--- src/common/sp0_cfg.svh ---
`ifndef SP0_CFG_SVH
`define SP0_CFG_SVH

// ****************************************
// Register offsets
// ****************************************
`define SP0_OFF_POWER_CONTROL 8'h87
`define SP0_OFF_SERIAL_CONTROL 8'h98
`define SP0_OFF_SERIAL_DATA_BUFFER 8'h99

// ****************************************
// Field positions
// ****************************************
`define SP0_PC_BAUD_DOUBLER 7
`define SP0_PC_FRAMING_SEL 6
`define SP0_PC_POWER_DOWN 1
`define SP0_PC_IDLE 0
`define SP0_PC_WRITE_MASK 8'hcf

`define SP0_SC_MODE_HI 7
`define SP0_SC_MODE_LO 6
`define SP0_SC_MP_EN 5
`define SP0_SC_RX_EN 4
`define SP0_SC_TX9 3
`define SP0_SC_RX9 2
`define SP0_SC_TX_DONE 1
`define SP0_SC_RX_DONE 0

// ****************************************
// Reset values
// ****************************************
`define SP0_POWER_CONTROL_RST 8'h00
`define SP0_SERIAL_CONTROL_RST 8'h00
`define SP0_DATA_RST 8'h00

// ****************************************
// Timing, in core clock periods or divisions
// ****************************************
`define SP0_M0_DIV_SLOW 12
`define SP0_M0_DIV_FAST 4
`define SP0_M2_DIV_NORM 64
`define SP0_M2_DIV_DBL 32
`define SP0_EXT_DIV_NORM 32
`define SP0_EXT_DIV_DBL 16
`define SP0_OVERSAMPLE 16

`endif

--- src/common/sp0_pkg.sv ---
package sp0_pkg;

	typedef enum logic [1:0] {
		SP0_MODE_SYNC,
		SP0_MODE_ASYNC10,
		SP0_MODE_FIXED11,
		SP0_MODE_VAR11
	} sp0_mode_e;

	typedef enum {
		SP0_TX_IDLE,
		SP0_TX_ASYNC,
		SP0_TX_SYNC
	} sp0_tx_state_e;

	typedef enum {
		SP0_RX_IDLE,
		SP0_RX_ASYNC,
		SP0_RX_SYNC
	} sp0_rx_state_e;

endpackage

--- src/rtl/sp0_baud.sv ---
`timescale 1ns/100ps
`include "sp0_cfg.svh"

module sp0_baud import sp0_pkg::*; #(
	parameter int OVERSAMPLE = `SP0_OVERSAMPLE
) (
	input wire logic core_clk,
	input wire logic rstn,
	input wire logic run,
	input wire sp0_mode_e mode,
	input wire logic baud_doubler,
	input wire logic multiproc_enable,
	input wire logic ext_tick,
	output logic os_tick,
	output logic half_tick
);
	localparam int PW = 6;
	localparam logic [PW-1:0] M0_SLOW = PW'(`SP0_M0_DIV_SLOW / 2 - 1);
	localparam logic [PW-1:0] M0_FAST = PW'(`SP0_M0_DIV_FAST / 2 - 1);
	localparam logic [PW-1:0] M2_NORM = PW'(`SP0_M2_DIV_NORM / OVERSAMPLE - 1);
	localparam logic [PW-1:0] M2_DBL = PW'(`SP0_M2_DIV_DBL / OVERSAMPLE - 1);
	localparam logic [PW-1:0] EXT_NORM = PW'(`SP0_EXT_DIV_NORM / OVERSAMPLE - 1);
	localparam logic [PW-1:0] EXT_DBL = PW'(`SP0_EXT_DIV_DBL / OVERSAMPLE - 1);

	if (OVERSAMPLE < 4 || (OVERSAMPLE & (OVERSAMPLE - 1)) != 0 ||
		(`SP0_M2_DIV_DBL % OVERSAMPLE) != 0 || (`SP0_EXT_DIV_DBL % OVERSAMPLE) != 0) begin : g_bad
		$error("sp0_baud: OVERSAMPLE must be a power of two dividing the bit dividers");
	end

	logic [PW-1:0] pre_q, pre_d;
	logic [PW-1:0] ext_q, ext_d;
	logic [PW-1:0] limit;
	logic [PW-1:0] ext_limit;
	logic wrap;

	// ****************************************
	// Prescalers
	// ****************************************
	always_comb begin
		pre_d = pre_q;
		ext_d = ext_q;
		os_tick = 1'b0;
		half_tick = 1'b0;
		if (mode == SP0_MODE_SYNC) begin
			limit = multiproc_enable ? M0_FAST : M0_SLOW;
		end else begin
			limit = baud_doubler ? M2_DBL : M2_NORM;
		end
		ext_limit = baud_doubler ? EXT_DBL : EXT_NORM;
		wrap = (pre_q >= limit);
		if (!run) begin
			// Power-down freezes the serial clock entirely
			pre_d = '0;
			ext_d = '0;
		end else begin
			pre_d = wrap ? '0 : pre_q + 1'b1;
			unique case (mode)
				SP0_MODE_SYNC: half_tick = wrap;
				SP0_MODE_FIXED11: os_tick = wrap;
				SP0_MODE_ASYNC10, SP0_MODE_VAR11: begin
					if (ext_tick) begin
						ext_d = (ext_q >= ext_limit) ? '0 : ext_q + 1'b1;
						os_tick = (ext_q >= ext_limit);
					end
				end
			endcase
		end
	end

	always_ff @(posedge core_clk or negedge rstn) begin
		if (!rstn) begin
			pre_q <= '0;
			ext_q <= '0;
		end else begin
			pre_q <= pre_d;
			ext_q <= ext_d;
		end
	end
endmodule

--- src/rtl/sp0_uart.sv ---
// Chosen here: strobed register access.
`timescale 1ns/100ps
`include "sp0_cfg.svh"

// ****************************************
// Serial port zero
// ****************************************
// Behaviour
// - Baud doubler set doubles the bit rate in modes 1, 2 and 3.
// - Framing check select makes control bit 7 the framing error flag, else mode high.
// - Invalid received stop bit sets framing error; only software clears it.
// - Mode bits pick sync 8-bit, async 10-bit, fixed 11-bit or variable 11-bit.
// - Modes 2 and 3 with multiprocessor enable: no receive done if ninth bit 0.
// - Mode 1 with multiprocessor enable: no receive done without valid stop bit.
// - Mode 0 shift clock is clock/12, or clock/4 with multiprocessor enable.
// - Reception only happens while receive enable is set.
// - Modes 2 and 3 send the software ninth bit as the tenth frame bit.
// - Receive ninth bit takes ninth data bit, or stop bit in mode 1.
// - Transmit done sets after eighth bit in mode 0, else at stop start.
// - Receive done sets after eighth bit in mode 0, else mid stop bit.
// - Data buffer read gives receive register; write loads transmit buffer.
// - Idle request leaves the serial port running.
// - Power-down request halts all serial activity until wake.
module sp0_uart import sp0_pkg::*; #(
	parameter int OVERSAMPLE = `SP0_OVERSAMPLE
) (
	input wire logic core_clk,
	input wire logic rstn,
	input wire logic [7:0] bus_addr,
	input wire logic [7:0] bus_wdata,
	input wire logic bus_wr,
	input wire logic bus_rd,
	output logic [7:0] bus_rdata,
	input wire logic ext_baud_tick,
	input wire logic wake_req,
	input wire logic rxd_in,
	output logic rxd_out,
	output logic rxd_oe,
	output logic txd_out,
	output logic idle_mode,
	output logic power_down_mode
);
	localparam int CW = $clog2(OVERSAMPLE);
	localparam logic [CW-1:0] OS_MID = CW'(OVERSAMPLE / 2 - 1);
	localparam logic [CW-1:0] OS_LAST = CW'(OVERSAMPLE - 1);

	logic [7:0] pwr_q, pwr_d;
	logic [7:0] serial_control_q, serial_control_d;
	logic fe_q, fe_d;
	logic [7:0] tx_buf_q, tx_buf_d;
	logic [7:0] rx_buf_q, rx_buf_d;
	logic [7:0] rdata_q, rdata_d;
	sp0_mode_e mode;
	logic run, fcs, os_tick, half_tick, serial_data_buffer_wr;
	logic tx_done_set, rx_take, rx_ninth, fe_set;
	sp0_tx_state_e tx_state_q, tx_state_d;
	logic [7:0] rx_shift_q, rx_shift_d;
	logic sync_kick, baud_run;

	assign mode = sp0_mode_e'(serial_control_q[`SP0_SC_MODE_HI:`SP0_SC_MODE_LO]);
	assign fcs = pwr_q[`SP0_PC_FRAMING_SEL];
	// Idle is only reported outward; the serial clock keeps running
	assign run = !pwr_q[`SP0_PC_POWER_DOWN];
	// Restart the divider on a sync send so the first clock half is full length
	assign sync_kick = serial_data_buffer_wr && (mode == SP0_MODE_SYNC) && (tx_state_q == SP0_TX_IDLE);
	assign baud_run = run && !sync_kick;
	assign serial_data_buffer_wr = bus_wr && (bus_addr == `SP0_OFF_SERIAL_DATA_BUFFER);
	assign bus_rdata = rdata_q;
	assign idle_mode = pwr_q[`SP0_PC_IDLE];
	assign power_down_mode = pwr_q[`SP0_PC_POWER_DOWN];

	sp0_baud #(
		.OVERSAMPLE(OVERSAMPLE)
	) u_baud (
		.core_clk(core_clk),
		.rstn(rstn),
		.run(baud_run),
		.mode(mode),
		.baud_doubler(pwr_q[`SP0_PC_BAUD_DOUBLER]),
		.multiproc_enable(serial_control_q[`SP0_SC_MP_EN]),
		.ext_tick(ext_baud_tick),
		.os_tick(os_tick),
		.half_tick(half_tick)
	);

	// ****************************************
	// Registers
	// ****************************************
	always_comb begin
		pwr_d = pwr_q;
		serial_control_d = serial_control_q;
		fe_d = fe_q;
		tx_buf_d = tx_buf_q;
		rx_buf_d = rx_buf_q;
		rdata_d = 8'h00;
		if (bus_rd) begin
			case (bus_addr)
				`SP0_OFF_POWER_CONTROL: rdata_d = pwr_q;
				`SP0_OFF_SERIAL_CONTROL: rdata_d = {fcs ? fe_q : serial_control_q[7], serial_control_q[6:0]};
				`SP0_OFF_SERIAL_DATA_BUFFER: rdata_d = rx_buf_q;
				default: rdata_d = 8'h00;
			endcase
		end
		if (bus_wr) begin
			case (bus_addr)
				`SP0_OFF_POWER_CONTROL: pwr_d = bus_wdata & `SP0_PC_WRITE_MASK;
				`SP0_OFF_SERIAL_CONTROL: begin
					serial_control_d[6:0] = bus_wdata[6:0];
					if (fcs) begin
						fe_d = bus_wdata[7];
					end else begin
						serial_control_d[7] = bus_wdata[7];
					end
				end
				`SP0_OFF_SERIAL_DATA_BUFFER: tx_buf_d = bus_wdata;
				default: ;
			endcase
		end
		if (wake_req) begin
			pwr_d[`SP0_PC_POWER_DOWN] = 1'b0;
			pwr_d[`SP0_PC_IDLE] = 1'b0;
		end
		// Hardware sets come last so an event beats a same-cycle clear
		if (tx_done_set) begin
			serial_control_d[`SP0_SC_TX_DONE] = 1'b1;
		end
		if (fe_set) begin
			fe_d = 1'b1;
		end
		if (rx_take) begin
			serial_control_d[`SP0_SC_RX_DONE] = 1'b1;
			rx_buf_d = rx_shift_q;
			if (mode != SP0_MODE_SYNC) begin
				serial_control_d[`SP0_SC_RX9] = rx_ninth;
			end
		end
	end

	always_ff @(posedge core_clk or negedge rstn) begin
		if (!rstn) begin
			pwr_q <= `SP0_POWER_CONTROL_RST;
			serial_control_q <= `SP0_SERIAL_CONTROL_RST;
			fe_q <= 1'b0;
			tx_buf_q <= `SP0_DATA_RST;
			rx_buf_q <= `SP0_DATA_RST;
			rdata_q <= 8'h00;
		end else begin
			pwr_q <= pwr_d;
			serial_control_q <= serial_control_d;
			fe_q <= fe_d;
			tx_buf_q <= tx_buf_d;
			rx_buf_q <= rx_buf_d;
			rdata_q <= rdata_d;
		end
	end

	// ****************************************
	// Transmitter
	// ****************************************
	logic [10:0] tx_shift_q, tx_shift_d;
	logic [3:0] tx_bits_q, tx_bits_d;
	logic [CW-1:0] tx_os_q, tx_os_d;
	logic tx_half_q, tx_half_d;
	logic tx_line_d, rxd_out_d, rxd_oe_d;

	always_comb begin
		tx_state_d = tx_state_q;
		tx_shift_d = tx_shift_q;
		tx_bits_d = tx_bits_q;
		tx_os_d = tx_os_q;
		tx_half_d = tx_half_q;
		tx_line_d = 1'b1;
		rxd_out_d = rxd_out;
		rxd_oe_d = rxd_oe;
		tx_done_set = 1'b0;
		unique case (tx_state_q)
			SP0_TX_IDLE: begin
				rxd_oe_d = 1'b0;
				if (serial_data_buffer_wr && run) begin
					tx_os_d = '0;
					tx_half_d = 1'b0;
					if (mode == SP0_MODE_SYNC) begin
						// Count here includes the bit on the pin
						tx_state_d = SP0_TX_SYNC;
						tx_shift_d = {3'b111, bus_wdata};
						tx_bits_d = 4'd8;
						rxd_out_d = bus_wdata[0];
						rxd_oe_d = 1'b1;
						tx_line_d = 1'b0;
					end else begin
						// Count here is bits still to follow the start bit
						tx_state_d = SP0_TX_ASYNC;
						tx_shift_d = {1'b1, (mode == SP0_MODE_ASYNC10) ? 1'b1 :
							serial_control_q[`SP0_SC_TX9], bus_wdata, 1'b0};
						tx_bits_d = (mode == SP0_MODE_ASYNC10) ? 4'd9 : 4'd10;
						tx_line_d = 1'b0;
					end
				end
			end
			SP0_TX_ASYNC: begin
				tx_line_d = tx_shift_q[0];
				if (os_tick) begin
					tx_os_d = tx_os_q + 1'b1;
					if (tx_os_q == OS_LAST) begin
						if (tx_bits_q == 4'd0) begin
							tx_state_d = SP0_TX_IDLE;
							tx_line_d = 1'b1;
						end else begin
							tx_shift_d = {1'b1, tx_shift_q[10:1]};
							tx_bits_d = tx_bits_q - 1'b1;
							tx_line_d = tx_shift_d[0];
							tx_done_set = (tx_bits_q == 4'd1);
						end
					end
				end
			end
			SP0_TX_SYNC: begin
				tx_line_d = tx_half_q;
				if (half_tick) begin
					if (!tx_half_q) begin
						tx_half_d = 1'b1;
						tx_line_d = 1'b1;
					end else if (tx_bits_q == 4'd1) begin
						tx_state_d = SP0_TX_IDLE;
						tx_done_set = 1'b1;
						rxd_oe_d = 1'b0;
						tx_line_d = 1'b1;
					end else begin
						tx_shift_d = {1'b1, tx_shift_q[10:1]};
						tx_bits_d = tx_bits_q - 1'b1;
						rxd_out_d = tx_shift_d[0];
						tx_half_d = 1'b0;
						tx_line_d = 1'b0;
					end
				end
			end
		endcase
	end

	always_ff @(posedge core_clk or negedge rstn) begin
		if (!rstn) begin
			tx_state_q <= SP0_TX_IDLE;
			tx_shift_q <= '1;
			tx_bits_q <= 4'h0;
			tx_os_q <= '0;
			tx_half_q <= 1'b0;
			rxd_out <= 1'b1;
			rxd_oe <= 1'b0;
		end else begin
			tx_state_q <= tx_state_d;
			tx_shift_q <= tx_shift_d;
			tx_bits_q <= tx_bits_d;
			tx_os_q <= tx_os_d;
			tx_half_q <= tx_half_d;
			rxd_out <= rxd_out_d;
			rxd_oe <= rxd_oe_d;
		end
	end

	// ****************************************
	// Receiver
	// ****************************************
	sp0_rx_state_e rx_state_q, rx_state_d;
	logic [3:0] rx_idx_q, rx_idx_d;
	logic [3:0] rx_last;
	logic [CW-1:0] rx_os_q, rx_os_d;
	logic rx_half_q, rx_half_d;
	logic rx_nine_q, rx_nine_d;
	logic rx_prev_q;
	logic rx_sclk_d;
	logic rx_en;

	assign rx_en = serial_control_q[`SP0_SC_RX_EN];
	assign rx_last = (mode == SP0_MODE_ASYNC10) ? 4'd9 : 4'd10;

	always_comb begin
		rx_state_d = rx_state_q;
		rx_shift_d = rx_shift_q;
		rx_idx_d = rx_idx_q;
		rx_os_d = rx_os_q;
		rx_half_d = rx_half_q;
		rx_nine_d = rx_nine_q;
		rx_sclk_d = 1'b1;
		rx_take = 1'b0;
		rx_ninth = rx_nine_q;
		fe_set = 1'b0;
		unique case (rx_state_q)
			SP0_RX_IDLE: begin
				if (run && rx_en) begin
					if (mode == SP0_MODE_SYNC) begin
						// Sync receive waits for a free line and an empty buffer
						if (!serial_control_q[`SP0_SC_RX_DONE] && tx_state_q == SP0_TX_IDLE && !serial_data_buffer_wr) begin
							rx_state_d = SP0_RX_SYNC;
							rx_idx_d = 4'd0;
							rx_half_d = 1'b0;
							rx_sclk_d = 1'b0;
						end
					end else if (rx_prev_q && !rxd_in) begin
						rx_state_d = SP0_RX_ASYNC;
						rx_idx_d = 4'd0;
						rx_os_d = '0;
					end
				end
			end
			SP0_RX_ASYNC: begin
				if (!rx_en) begin
					rx_state_d = SP0_RX_IDLE;
				end else if (os_tick) begin
					rx_os_d = rx_os_q + 1'b1;
					if (rx_os_q == OS_MID) begin
						rx_idx_d = rx_idx_q + 1'b1;
						if (rx_idx_q == 4'd0) begin
							// A glitch shorter than half a bit is not a start
							if (rxd_in) begin
								rx_state_d = SP0_RX_IDLE;
							end
						end else if (rx_idx_q == rx_last) begin
							rx_state_d = SP0_RX_IDLE;
							fe_set = !rxd_in;
							if (mode == SP0_MODE_ASYNC10) begin
								rx_ninth = rxd_in;
								rx_take = !serial_control_q[`SP0_SC_MP_EN] || rxd_in;
							end else begin
								rx_take = !serial_control_q[`SP0_SC_MP_EN] || rx_nine_q;
							end
						end else if (rx_idx_q == 4'd9) begin
							rx_nine_d = rxd_in;
						end else begin
							rx_shift_d = {rxd_in, rx_shift_q[7:1]};
						end
					end
				end
			end
			SP0_RX_SYNC: begin
				rx_sclk_d = rx_half_q;
				if (!rx_en) begin
					rx_state_d = SP0_RX_IDLE;
				end else if (half_tick) begin
					if (!rx_half_q) begin
						rx_half_d = 1'b1;
						rx_sclk_d = 1'b1;
						rx_shift_d = {rxd_in, rx_shift_q[7:1]};
					end else if (rx_idx_q == 4'd7) begin
						rx_state_d = SP0_RX_IDLE;
						rx_take = 1'b1;
					end else begin
						rx_idx_d = rx_idx_q + 1'b1;
						rx_half_d = 1'b0;
						rx_sclk_d = 1'b0;
					end
				end
			end
		endcase
	end

	always_ff @(posedge core_clk or negedge rstn) begin
		if (!rstn) begin
			rx_state_q <= SP0_RX_IDLE;
			rx_shift_q <= 8'h00;
			rx_idx_q <= 4'h0;
			rx_os_q <= '0;
			rx_half_q <= 1'b0;
			rx_nine_q <= 1'b0;
			rx_prev_q <= 1'b1;
			txd_out <= 1'b1;
		end else begin
			rx_state_q <= rx_state_d;
			rx_shift_q <= rx_shift_d;
			rx_idx_q <= rx_idx_d;
			rx_os_q <= rx_os_d;
			rx_half_q <= rx_half_d;
			rx_nine_q <= rx_nine_d;
			rx_prev_q <= rxd_in;
			txd_out <= (rx_state_d == SP0_RX_SYNC) ? rx_sclk_d : tx_line_d;
		end
	end
endmodule

--- config.mk ---
export PLATFORM = sky130hd
export DESIGN_NAME = sp0_uart
export DESIGN_NICKNAME = d
export VERILOG_FILES = /design/src/common/sp0_pkg.sv /design/src/rtl/sp0_baud.sv /design/src/rtl/sp0_uart.sv
export VERILOG_INCLUDE_DIRS = /design/src /design/src/common
export SDC_FILE = /design/constraint.sdc
export NUM_CORES = 1
export LEC_CHECK = 0
export BUFFER_PORTS_ARGS = -buffer_cell sky130_fd_sc_hd__buf_2
export CAP_MARGIN = 10
export CORE_MARGIN = 2
export CORE_UTILIZATION = 55
export CTS_CLUSTER_SIZE = 24
export DETAILED_ROUTE_END_ITERATION = 10
export HOLD_SLACK_MARGIN = 0.02
export PLACE_DENSITY = 0.79
export SYNTH_ARGS = -nofsm -noshare
export SYNTH_HDL_FRONTEND = slang
export SYNTH_SLANG_ARGS = --single-unit
--- constraint.sdc ---
create_clock -name core_clk -period 2.85 [get_ports core_clk]
set_input_delay 0.4275 -clock core_clk [delete_from_list [all_inputs] [get_ports core_clk]]
set_output_delay 0.4275 -clock core_clk [all_outputs]
set_load 0.05 [all_outputs]
Word level (Yosys, flattened, before mapping)
Cells that the tools add are included.
{"block": "word_totals", "ff_bits": 149, "out_inout_bits": 13}
{"block": "classes", "n_addsub": 6, "order_cmp": 2, "n_eq_ne": 47, "mux": 169, "n_bitwise": 3, "reduce_logical": 58}
{"operator": "32-bit two-way mux", "n": 21}
{"operator": "32-bit case mux with 3 select lines", "n": 2}
{"operator": "32-bit zero test", "n": 3}
{"operator": "4-bit two-way mux", "n": 24}
{"operator": "8-bit two-way mux", "n": 10}
{"operator": "11-bit two-way mux", "n": 7}
{"operator": "1-bit two-way mux", "n": 71}
{"operator": "32-bit by 1-bit == test with 1-bit output (second input constant)", "n": 2}
{"operator": "32-bit by 2-bit == test with 1-bit output (second input constant)", "n": 2}
{"operator": "2-bit inequality test (second input constant)", "n": 28}
{"operator": "6-bit two-way mux", "n": 7}
{"operator": "11-bit case mux with 3 select lines", "n": 1}
{"operator": "32-bit by 3-bit == test with 1-bit output (second input constant)", "n": 1}
{"operator": "2-bit nonzero test", "n": 15}
{"operator": "8-bit == test (second input constant)", "n": 3}
{"operator": "4-bit case mux with 3 select lines", "n": 2}
{"operator": "8-bit case mux with 3 select lines", "n": 1}
{"operator": "7-bit AND reduction", "n": 3}
{"operator": "10-bit AND reduction", "n": 2}
{"operator": "1-bit case mux with 2 select lines", "n": 8}
{"operator": "4-bit case mux with 2 select lines", "n": 2}
{"operator": "8-bit case mux with 2 select lines", "n": 1}
{"operator": "2-bit two-way mux", "n": 7}
{"operator": "2-bit AND reduction", "n": 7}
{"operator": "other kinds (24)", "n": 55}

Depth between registers and ports, before layout
{"block": "depth", "depth_word": 12, "mapped_depth": 12}

Cells and area by module
Synthesis repeated with hierarchy kept, for this count alone.
{"block": "unflattened", "hier_cells": 609, "area_unflattened_um2": 6153.4}
{"mod": "sp0_uart", "n_inst": 1, "cells_per_inst": 556, "area_each_um2": 5571.6}
{"mod": "sp0_baud", "n_inst": 1, "cells_per_inst": 53, "area_each_um2": 581.8}

Worst setup path after synthesis
Ideal clock, no wire load.
{"block": "synth_timing", "kind": "reg2reg", "startpoint": "register serial_control_q[7]", "endpoint": "register rx_buf_q[0]", "setup_ns": 0.125, "arrival_time_ns": 2.790, "required_time_ns": 2.725, "path_slack_ns": -0.064, "path_stages_with_launch": 12, "n_path_buf": 1, "period_less_slack_ns": 2.914, "path_cell_list": "dfrtp_1 or2_2 buf_2 nand2_1 ha_1 a21o_1 a21oi_2 o32a_2 nand2b_4 or3_4 a21oi_4 mux2_2"}
{"block": "synth_between", "elab_chain_len": 9}
{"element": "start, declared", "line": "sp0_uart.sv:48", "text": "logic [7:0] serial_control_q, serial_control_d;"}
{"element": "start signal, assigned", "line": "sp0_uart.sv:142", "text": "serial_control_q <= `SP0_SERIAL_CONTROL_RST;"}
{"element": "start signal, assigned", "line": "sp0_uart.sv:149", "text": "serial_control_q <= serial_control_d;"}
{"element": "parallel branches: the longest is 8 deep, another holds 6-bit >= comparator"}
{"element": "1-bit case mux with 2 select lines *", "line": "sp0_uart.sv:287", "text": "unique case (rx_state_q)"}
{"element": "end signal, assigned", "line": "sp0_uart.sv:145", "text": "rx_buf_q <= `SP0_DATA_RST;"}
{"element": "end signal, assigned", "line": "sp0_uart.sv:152", "text": "rx_buf_q <= rx_buf_d;"}
{"element": "end, declared", "line": "sp0_uart.sv:51", "text": "logic [7:0] rx_buf_q, rx_buf_d;"}
Every way passes the cells marked *.
A chain may end at the register's enable or synchronous reset.

Final worst setup path
Same ends and word-level chain as after synthesis.

==> results.rst <==
.. list-table::
   :header-rows: 1

   * - Metric
     - Value
   * - Run status
     - finished, final reports clean
   * - Endpoint type of the worst setup path
     - flip-flop
   * - Yosys top cell area share
     - 0.4473
   * - Number of global-route vias before repair
     - 4760
   * - Count of unresolved DRC violations after routing
     - 0
   * - Number of enable flip-flop cells after synthesis
     - 0
   * - Level count of the clock H-tree
     - 4
   * - Count of yosys warnings during synthesis
     - 0
   * - TritonCTS clock tree
     - built
   * - Dominant cells by area after synthesis
     - dfrtp_1 (45%), dfstp_2 (5.8%), mux2_2 (5.6%), nand2_1 (4.9%), nor2b_1 (3.4%)
   * - Longest individual stage delay on the worst path
     - 0.42 ns
   * - Hold Worst Slack
     - 0.08760 ns
   * - Worst-path fanout max
     - 6
   * - Post-Synthesis Cell Area
     - 5874 um^2
   * - Dominant register cell in the synthesized netlist
     - dfrtp_1
   * - Synth area leader
     - dfrtp_1
   * - IR drop worst, VDD
     - 0.0006082 V
   * - Count of endpoints failing hold in the final timing report
     - 0
   * - Setup Crit Path Kind
     - flip-flop to flip-flop
   * - Signal arrival time at the worst endpoint
     - 3.24 ns
   * - Placed instance count
     - 747
   * - Number of standard cells in the layout, taps in and fillers out
     - 790
   * - Std-Cell Core Area
     - 10370 um^2
   * - Setup repair after global routing missed its margin
     - yes
   * - Max-cap violations
     - 0
   * - Cells on Worst Hold Path
     - 2
   * - DP Wirelength
     - 9.983 mm
   * - Total congestion overflow
     - 0
   * - Actual transition at the worst max-transition pin
     - 0.8207 ns
   * - Gate count of the mapped netlist
     - 572
   * - FF+latch count, synth
     - 118
   * - Detailed-route wire length
     - 14.53 mm
   * - PD cells
     - 785.3 nW/um^2
   * - Clock transition time at the flip-flop clock pins of the worst setup and hold paths
     - 0.06 ns
   * - Synth unique cells
     - 75
   * - Most Crowded Layer GR
     - met2
   * - DIE HEIGHT
     - 107.3 um
   * - TritonCTS buffer count
     - 17
   * - Maximum number of pins on one net before global-route repair
     - 54
   * - Violation count after the first detailed-routing iteration
     - 466
   * - Port Buffers
     - 35
   * - Antenna cell count
     - 0
   * - Antenna violations before repair
     - 0
   * - Initial DRT Pass Iterations
     - 6
   * - Post-Syn Area per Cell
     - 10.27 um^2
   * - Clock sink count
     - 118
   * - Global Route met3 Usage
     - 0.06235
   * - LEAKAGE
     - 3.319 nW
   * - Fraction of final layout cells sized beyond drive strength 1
     - 0.2691
   * - GR Layer Usage met2
     - 0.4308
   * - Effective utilization at floorplan
     - 0.5665
   * - Post-layout utilization of the core
     - 0.6841
   * - Slowest stage cell, crit path
     - dfrtp_1
   * - Setup-failing EPs final
     - 0
   * - CTS root buffer
     - clkbuf_8
   * - Most frequent standard cell in the layout excluding fill and tap cells
     - dfrtp_1
   * - Element type at the critical path start
     - flip-flop
   * - Worst Hold Class
     - input port to flip-flop
   * - Portion of the post-synthesis area used by sequential elements
     - 0.5054
   * - Relative slew slack
     - 0.4529
   * - Fmax
     - 353.0 MHz
   * - Area grow syn2layout
     - 20.77%
   * - Chip width
     - 107.3 um
   * - GRT Overall Usage
     - 0.2679
   * - I/O pin cnt
     - 36
   * - Met1 routing resource usage after global routing
     - 0.3381
   * - Most common cell type on the critical path
     - or3_4
   * - Number of antenna-violating nets in the routed design
     - 0
   * - Critical path data required time
     - 3.26 ns
   * - Routed WL per cell
     - 18.39 um
   * - Global-route wire length before repair
     - 23.73 mm
   * - Final weighted congestion in routability-driven placement
     - 0.8900
   * - Worst setup skew after layout
     - 0.008706 ns
   * - Worst Reg-to-Reg Cells
     - 8
   * - Async set-or-reset flop fraction in the synthesized netlist
     - 1.000
   * - Total via count after detailed routing
     - 4843
   * - Row Count
     - 37
   * - Clock latency on the worst-skew pair
     - 0.52 ns
   * - Post-layout nets
     - 679
   * - Vias per std cell
     - 6.130
   * - Part of the cycle the worst path needs
     - 0.9939
   * - Cell-by-cell listing of the critical path
     - or3_4 -> ha_4 -> a21oi_2 -> o32a_4 -> nand2b_4 -> or3_4 -> a21oi_4 -> mux2_2
   * - Top library cells by usage in the layout, fill and taps aside
     - dfrtp_1 (105), nand2_1 (74), nor2_1 (41)
   * - Floorplan die area
     - 11520 um^2
   * - Worst-case clock buffer depth
     - 2
   * - Final slew viol count
     - 0
   * - Shortest clock period the worst path allows after layout
     - 2.833 ns
[timing repair]
| action | in CTS | in global routing |
|---|---|---|
| cloned | 1 | 0 |
| gates resized for setup | 2 | 15 |
| setup buffers | 1 | 8 |
| pin swaps | 1 | 11 |
| setup endpoints to repair | 9 | 59 |
| hold endpoints to repair | 41 | 0 |
| hold buffers | 1 | 0 |
[area by class of cell]
type                    instances  area, um^2
fillers                       760        3276
flip-flops and latches        118        2969
multi-input cells             421        2877
repair buffers                 66       457.9
clock buffers                  19       431.7
well taps                     136       170.2
clock inverters                13       125.1
inverters                      17       63.81
[cell families after synthesis]
kind of cell	synth area share
and+or+nand+nor	0.2268
DFF	0.5054
AOI/OAI and AO/OA	0.1359
muxes	0.06922
buffers and inverters	0.02407
adders and majority gates	0.03195
xor gates and xnor gates	0.005965
other	0.0006384
[power breakdown]
group | total, mW | switching [mW] | internal (mW)
logic | 1.49 | 0.910 | 0.581
clock network | 1.98 | 0.792 | 1.19
registers | 2.10 | 0.182 | 1.92
total | 5.57 | 1.88 | 3.69
[sequential cells by signal, summed over array words and instances, names as in the netlist, 8 cells and up]
name,flops
rx_state_q,32
tx_shift_q,10
bus_rdata,8
rx_buf_q,8
rx_shift_q,8
serial_control_q,8
[metrics by stage]
step	area [um^2]	TNS, ns	total power, mW	setup slack, ns
2_1_floorplan	5899	-0.1866	3.068	-0.02665
3_3_place_gp	6350	0	3.453	0.06749
3_5_place_dp	6350	-0.002627	3.520	-0.002627
4_1_cts	6942	0	5.508	0.04646
5_1_grt	7094	-0.2906	5.870	-0.06192
6_report	7094	0	5.571	0.01736
[layer usage]
layer / routed length (um) / vias to the layer above
met1: 6050 / 2410
met2: 7141 / 190
li1: - / 2200
met4: 490 / 0
met3: 842 / 43
met5: 0 / -
[cell usage after synthesis, types with 4 or more instances]
master    instances
a21oi_1          32
dfrtp_1         105
ha_1             15
a222oi_1          6
nand2b_1          8
nand3_1          21
and3_1            7
nor2_1           42
buf_2             7
nor4_1           12
mux2_2           29
and2_1            4
inv_1            17
nor2b_1          32
or3_1             7
mux2i_1           8
clkbuf_1          9
nand2_1          76
dfstp_2          13
nor3_1            9
nand4_1           6
o21ai_0          32
[worst paths after layout]
| path | slack, ns | startpoint | endpoint |
|---|---|---|---|
| max | 0.02 | serial_control_q[7] | rx_buf_q[0] |
| max in group asynchronous | 1.66 | rstn | rx_prev_q |
| min | 0.09 | wake_req | pwr_q[0] |
| max reg2reg | 0.02 | serial_control_q[7] | rx_buf_q[0] |
| min reg2reg | 0.48 | tx_shift_q[4] | tx_shift_q[4] |
| min in group asynchronous | 0.44 | rstn | bus_rdata[7] |
[worst max-delay path, delay by kind of cell, from the launching register on]
kind / cells / cell delay, ns
simple gates: 3 / 0.92
compound gates: 3 / 0.72
flops: 1 / 0.42
mux: 1 / 0.37
fa+ha+maj: 1 / 0.28
No activity file was read; power rests on OpenSTA's default activity.
